$ cat src/hw/pefr_defs.svh
`ifndef PEFR_DEFS_SVH
`define PEFR_DEFS_SVH

// register map, byte addresses on the avalon word bus
`define PEFR_FLAGS_ADDR 4'h0
`define PEFR_RXDATA_ADDR 4'h4
`define PEFR_TXDATA_ADDR 4'h8
`define PEFR_ADDR_W 4

// flag bit positions
`define PEFR_BIT_GATE 7
`define PEFR_BIT_CONV 6
`define PEFR_BIT_RXFULL 5
`define PEFR_BIT_TXEMPTY 4
`define PEFR_BIT_SERIAL 3
`define PEFR_BIT_CAPCMP 2
`define PEFR_BIT_PERIOD 1
`define PEFR_BIT_OVERFLOW 0

`define PEFR_FLAGS_RESET 8'h00
`define PEFR_RW_MASK 8'hCF
`define PEFR_UNMAPPED_DATA 32'h00000000

`endif

$ cat src/hw/pefr_pkg.sv
package pefr_pkg;
    typedef enum logic [2:0] {
        CCP_CAPTURE = 3'b001,
        CCP_COMPARE = 3'b010,
        CCP_PWM = 3'b100
    } pefr_ccp_mode_t;

    typedef enum logic [2:0] {
        BUS_IDLE = 3'b001,
        BUS_ACK = 3'b010,
        BUS_HOLD = 3'b100
    } pefr_bus_state_t;
endpackage : pefr_pkg

$ cat src/hw/pefr_flag_bit.sv
`timescale 1ns/100ps
`default_nettype none
module pefr_flag_bit (
    input wire logic clock,
    input wire logic rst_b,
    input wire logic clkEn,
    input wire logic setEvent,
    input wire logic clearReq,
    output logic flag
);
    logic flag_q;
    logic flag_d;

    // set wins over a coincident clear
    assign flag_d = setEvent ? 1'b1 : (clearReq ? 1'b0 : flag_q);
    assign flag = flag_q;

    always_ff @(posedge clock) begin
        if (!rst_b) begin
            flag_q <= 1'b0;
        end else if (clkEn) begin
            flag_q <= flag_d;
        end
    end
endmodule : pefr_flag_bit
`default_nettype wire

$ cat src/hw/pefr_edge_detect.sv
`timescale 1ns/100ps
`default_nettype none
module pefr_edge_detect (
    input wire logic clock,
    input wire logic rst_b,
    input wire logic clkEn,
    input wire logic level,
    output logic fallPulse
);
    logic level_q;

    // history starts low so no false fall right after reset
    assign fallPulse = clkEn & level_q & ~level;

    always_ff @(posedge clock) begin
        if (!rst_b) begin
            level_q <= 1'b0;
        end else if (clkEn) begin
            level_q <= level;
        end
    end
endmodule : pefr_edge_detect
`default_nettype wire

$ cat src/hw/pefr_flags.sv
// Local design decisions: the register addresses and the Avalon-MM slave port.
`timescale 1ns/100ps
`default_nettype none
`include "pefr_defs.svh"
module pefr_flags (
    input wire logic clock,
    input wire logic rst_b,
    input wire logic clkEn,
    input wire logic [3:0] avs_address,
    input wire logic avs_read,
    input wire logic avs_write,
    input wire logic [31:0] avs_writedata,
    input wire logic [3:0] avs_byteenable,
    output logic [31:0] avs_readdata,
    output logic avs_waitrequest,
    input wire logic gateValue,
    input wire logic conversionDone,
    input wire logic serialPortDone,
    input wire pefr_pkg::pefr_ccp_mode_t ccpMode,
    input wire logic captureEvent,
    input wire logic compareMatch,
    input wire logic periodMatch,
    input wire logic counterOverflow,
    input wire logic rxDataReady,
    input wire logic [7:0] rxDataIn,
    output logic rxDataTaken,
    output logic txDataValid,
    output logic [7:0] txDataOut,
    input wire logic txDataTaken,
    output logic [7:0] flagsOut
);
    pefr_pkg::pefr_bus_state_t busState_q;
    pefr_pkg::pefr_bus_state_t busState_d;
    logic [31:0] readData_q;
    logic waitReq_q;
    logic rxFull_q;
    logic [7:0] rxBuf_q;
    logic txFull_q;
    logic [7:0] txBuf_q;
    logic rxTaken_q;
    logic [7:0] flagsOut_q;
    logic [7:0] rwFlags;
    logic gateFall;
    logic [7:0] setEvents;
    logic [7:0] clearReqs;
    logic [7:0] flagView;

    // a request is taken in the ack state, one cycle after it rises
    wire busReq = avs_read | avs_write;
    wire accept = clkEn & (busState_q == pefr_pkg::BUS_ACK);
    wire selFlags = (avs_address == `PEFR_FLAGS_ADDR);
    wire selRx = (avs_address == `PEFR_RXDATA_ADDR);
    wire selTx = (avs_address == `PEFR_TXDATA_ADDR);
    wire lane0 = avs_byteenable[0];
    wire flagWrite = accept & avs_write & selFlags & lane0;
    wire rxRead = accept & avs_read & selRx;
    wire txWrite = accept & avs_write & selTx & lane0;
    wire ccpSet = (ccpMode == pefr_pkg::CCP_CAPTURE) ? captureEvent :
                  (ccpMode == pefr_pkg::CCP_COMPARE) ? compareMatch : 1'b0;
    wire rxLoad = rxDataReady & (~rxFull_q | rxRead);
    wire txDrain = txFull_q & txDataTaken;

    pefr_edge_detect u_gate_edge (
        .clock(clock),
        .rst_b(rst_b),
        .clkEn(clkEn),
        .level(gateValue),
        .fallPulse(gateFall)
    );

    // events feed flags directly, gated only by clkEn; ccpMode picks the ccp source and blocks it in PWM
    assign setEvents = {gateFall, conversionDone, 1'b0, 1'b0,
                        serialPortDone, ccpSet, periodMatch, counterOverflow};
    // zero written to a rw bit clears it
    assign clearReqs = {8{flagWrite}} & ~avs_writedata[7:0] & `PEFR_RW_MASK;

    genvar gi;
    generate
        for (gi = 0; gi < 8; gi = gi + 1) begin : g_flag
            if (gi == `PEFR_BIT_RXFULL || gi == `PEFR_BIT_TXEMPTY) begin : g_ro
                assign rwFlags[gi] = 1'b0;
            end else begin : g_rw
                pefr_flag_bit u_bit (
                    .clock(clock),
                    .rst_b(rst_b),
                    .clkEn(clkEn),
                    .setEvent(setEvents[gi]),
                    .clearReq(clearReqs[gi]),
                    .flag(rwFlags[gi])
                );
            end
        end
    endgenerate

    // buffer-state bits follow the buffers, writes to them ignored
    assign flagView = {rwFlags[7:6], rxFull_q, ~txFull_q, rwFlags[3:0]};

    always_comb begin
        busState_d = busState_q;
        unique case (busState_q)
            pefr_pkg::BUS_IDLE: begin
                if (busReq) begin
                    busState_d = pefr_pkg::BUS_ACK;
                end
            end
            pefr_pkg::BUS_ACK: begin
                busState_d = pefr_pkg::BUS_HOLD;
            end
            pefr_pkg::BUS_HOLD: begin
                busState_d = pefr_pkg::BUS_IDLE;
            end
            default: begin
                busState_d = pefr_pkg::BUS_IDLE;
            end
        endcase
    end

    // hold state gives the master a cycle to drop its request
    always_ff @(posedge clock) begin
        if (!rst_b) begin
            busState_q <= pefr_pkg::BUS_IDLE;
            waitReq_q <= 1'b1;
        end else if (clkEn) begin
            busState_q <= busState_d;
            waitReq_q <= ~(busState_d == pefr_pkg::BUS_ACK);
        end
    end

    always_ff @(posedge clock) begin
        if (!rst_b) begin
            readData_q <= `PEFR_UNMAPPED_DATA;
        end else if (clkEn && busState_d == pefr_pkg::BUS_ACK && avs_read) begin
            readData_q <= selFlags ? {24'h000000, flagView} :
                          selRx ? {24'h000000, rxBuf_q} :
                          selTx ? {24'h000000, txBuf_q} : `PEFR_UNMAPPED_DATA;
        end
    end

    // receive holding buffer
    always_ff @(posedge clock) begin
        if (!rst_b) begin
            rxFull_q <= 1'b0;
            rxBuf_q <= 8'h00;
            rxTaken_q <= 1'b0;
        end else if (clkEn) begin
            rxTaken_q <= rxLoad;
            if (rxLoad) begin
                rxFull_q <= 1'b1;
                rxBuf_q <= rxDataIn;
            end else if (rxRead) begin
                rxFull_q <= 1'b0;
            end
        end
    end

    // transmit holding buffer; a write into a full buffer is dropped unless the buffer drains in the same cycle
    always_ff @(posedge clock) begin
        if (!rst_b) begin
            txFull_q <= 1'b0;
            txBuf_q <= 8'h00;
        end else if (clkEn) begin
            if (txWrite && (!txFull_q || txDrain)) begin
                txFull_q <= 1'b1;
                txBuf_q <= avs_writedata[7:0];
            end else if (txDrain) begin
                txFull_q <= 1'b0;
            end
        end
    end

    always_ff @(posedge clock) begin
        if (!rst_b) begin
            flagsOut_q <= `PEFR_FLAGS_RESET;
        end else if (clkEn) begin
            flagsOut_q <= flagView;
        end
    end

    assign avs_readdata = readData_q;
    assign avs_waitrequest = waitReq_q;
    assign rxDataTaken = rxTaken_q;
    assign txDataValid = txFull_q;
    assign txDataOut = txBuf_q;
    assign flagsOut = flagsOut_q;
endmodule : pefr_flags
`default_nettype wire

$ cat config.mk
export PLATFORM = sky130hd
export DESIGN_NAME = pefr_flags
export DESIGN_NICKNAME = d
export VERILOG_FILES = /design/src/hw/pefr_pkg.sv /design/src/hw/pefr_flag_bit.sv /design/src/hw/pefr_edge_detect.sv /design/src/hw/pefr_flags.sv
export VERILOG_INCLUDE_DIRS = /design/src /design/src/hw
export SDC_FILE = /design/constraint.sdc
export NUM_CORES = 1
export LEC_CHECK = 0
export ABC_AREA = 1
export BUFFER_PORTS_ARGS = -buffer_cell sky130_fd_sc_hd__buf_2
export CAP_MARGIN = 0
export CORE_MARGIN = 5
export CORE_UTILIZATION = 40
export CTS_CLUSTER_SIZE = 40
export DETAILED_ROUTE_END_ITERATION = 10
export PLACE_DENSITY = 0.72
export SLEW_MARGIN = 0
export SYNTH_ARGS = -nofsm -noshare
export SYNTH_HDL_FRONTEND = slang
export SYNTH_SLANG_ARGS = --single-unit
$ cat constraint.sdc
create_clock -name clock -period 2.4 [get_ports clock]
set_clock_uncertainty 0.05 [all_clocks]
set_input_delay 0.72 -clock clock [delete_from_list [all_inputs] [get_ports clock]]
set_output_delay 0.72 -clock clock [all_outputs]
set_load 0.02 [all_outputs]
==> run metrics <==
post-cts resize count=0; Nets=455; CP Launch Type=input port; WHS=0.410 ns; status=completed; syn avg cell area=7.00 µm²; clk root buf=clkbuf_8; Syn Inst Count=roughly 330; Slew Viols, Final=0; Seq/Total Area, Yosys=40.4%; Num CTS Buffers=5; Layout area overhead=17.1%; total track usage=15.6%; largest net degree at the start of global routing=33; Final Cell Area=2670 µm²; Netlist cell types=24; Required @ worst endpoint=~2.5 ns; fmax=582 MHz; layout cells sized above 1=22.8%; classification of the worst-slack hold path=flop to flop; RSZ-0062 raised after global routing=no; crit path max fanout=23; DR pass1 iterations=4; CTS Buffer Depth=2; clock tree sinks=46; Initial Utilization=approximately two fifths; DR vias/cell=4.65; Port Buffers=64; H-Tree Depth=2; R2R cell count=7; Pleak=approximately 1.3 nW; Skew-Pair Late Insertion Delay=0.30 ns; Post-DP HPWL=4240 µm; type of the worst setup path=input port to flop; PwrDens=621 nW/µm²; Residual DRC=0; Remaining Overflow, GRT=0; CTS tree=yes; post-CTS setup buffers=0; Die Height=around 86 µm; core area=5540 µm²; drt wl/cell=12.0 µm; Final setup violation count=0; top cell type's share of synthesized area=40.4%; CTS clock-pin slew for the worst setup and hold paths=~0.090 ns; Worst Hold Path Cells=2; worst path arrival time=1.85 ns; DRT iter0 DRCs=114; CP endpoint kind=flop; # IOs=around 120; fin crit period=1.72 ns; Post-CTS Hold Buffers=0; final hold violations=0; Synth area leader=dfxtp_1; Post-Route WL=~5600 µm; DIE AREA=between 7000 and 8000 µm²; yosys warns=0; Final TNS setup=0 ns; Antenna Nets Post-Route=0; top cells by area, synth=dfxtp_1 40%, nand2_1 9.5%, buf_4 8.2%; maximum capacitance violations=0; area of placed instances=2560 µm²; Via Count=2151; FP Rows=27; Die W=85.5 µm; post-synthesis register bit count=46; diode count=0; peak supply drop=0.359 mV; post-synthesis cell area=roughly 2300 µm²; initial antenna violation count=0; routability cong.=0.779; vias in the first global route=2069; first-pass GRT wire length=9210 µm; Tcrit/Tclk final=71.6%
## cell type report
class / instances / area (µm²)
fillers: 587 / 2870
multi-input cells: 238 / 1070
clock buffers: 6 / 72.6
clock inverters: 2 / 37.5
flip-flops and latches: 46 / 921
inverters: 28 / 105
well taps: 72 / 90.1
repair buffers: 71 / 373
## state kept, by name, indices dropped and copies added (netlist names)
register	flops
avs_readdata	8
avs_waitrequest	1
busState_q	3
flagsOut	8
g_flag.g_rw.u_bit.flag	6
rxBuf_q	8
rxDataTaken	1
rxFull_q	1
txDataOut	8
txDataValid	1
u_gate_edge.level_q	1
## layer usage
metal	track usage, %	vias up	routed length, µm
met2	25.8	82	2540
met1	18.9	938	2450
met3	4.71	8	472
li1	-	1123	-
met4	6.04	0	93
met5	0	-	0
## synth_stat cells
| cell | number |
|---|---|
| nand2_2 | 3 |
| clkinv_1 | 2 |
| a21oi_1 | 36 |
| nor2_4 | 1 |
| clkbuf_1 | 5 |
| conb_1 | 1 |
| a21oi_2 | 1 |
| buf_2 | 3 |
| nand3b_1 | 2 |
| dfxtp_1 | 46 |
| nor3_4 | 1 |
| buf_4 | 25 |
| o21ai_0 | 31 |
| nor2_2 | 3 |
| inv_1 | 25 |
| buf_6 | 3 |
| nand2_1 | 58 |
| inv_2 | 1 |
| nand3_1 | 25 |
| buf_8 | 1 |
| nor2_1 | 50 |
| a211oi_1 | 1 |
| nand2_4 | 1 |
| o21a_1 | 1 |
## layout by cell type, fill, tap and decap left out, drive strengths merged
cell      count
a211oi        1
a21oi        37
buf          71
bufinv        1
clkbuf        6
clkinv        2
clkinvlp      1
conb         24
dfxtp        46
inv          26
nand2        62
nand3        25
nand3b        2
nor2         54
nor3          1
o21a          1
o21ai        31
## power by group
part,total [mW],switching [mW],internal [mW]
registers,0.827,0.0239,0.804
clock network,0.577,0.266,0.311
logic,0.253,0.171,0.0825
## path summary, 6_finish.rpt
check                                     start                        end  slack, ns
worst max-delay path                      clkEn  g_flag[0].g_rw.u_bit.flag       0.68
worst min register to register  avs_waitrequest            avs_waitrequest       0.41
worst max register to register    busState_q[2]  g_flag[0].g_rw.u_bit.flag       1.01
worst min-delay path            avs_waitrequest            avs_waitrequest       0.41
## logic make-up (layout without fill, tap and decap cells)
family / count (synthesis) / in the layout / synth area share [%]
and+or+nand+nor: 144 / 144 / 27.3
AOI/OAI and AO/OA: 70 / 70 / 15.7
buffers and inverters: 65 / 107 / 16.5
DFF: 46 / 46 / 40.4
other: 1 / 24 / 0.164
## worst max-delay path, stage by stage
cell and delay, ns:
buf_2 0.31, nand3_1 0.17, nor2_2 0.12, buf_4 0.25
nand3_1 0.12, nand2_1 0.09, a21oi_1 0.06
## stage by stage
| stage | setup WS, ns | std cells | power, mW | util, % |
|---|---|---|---|---|
| 4_1_cts | 0.677 | 463 | 1.68 | 48.2 |
| 6_report | 0.682 | 463 | 1.66 | 48.2 |
| 3_5_place_dp | 0.339 | 455 | 1.10 | 46.2 |
| 3_3_place_gp | 0.373 | 455 | 1.09 | 46.2 |
| 5_1_grt | 0.461 | 463 | 1.74 | 48.2 |
| 2_1_floorplan | 0.694 | 349 | 1.05 | - |
(Power assumes the default switching activity.)
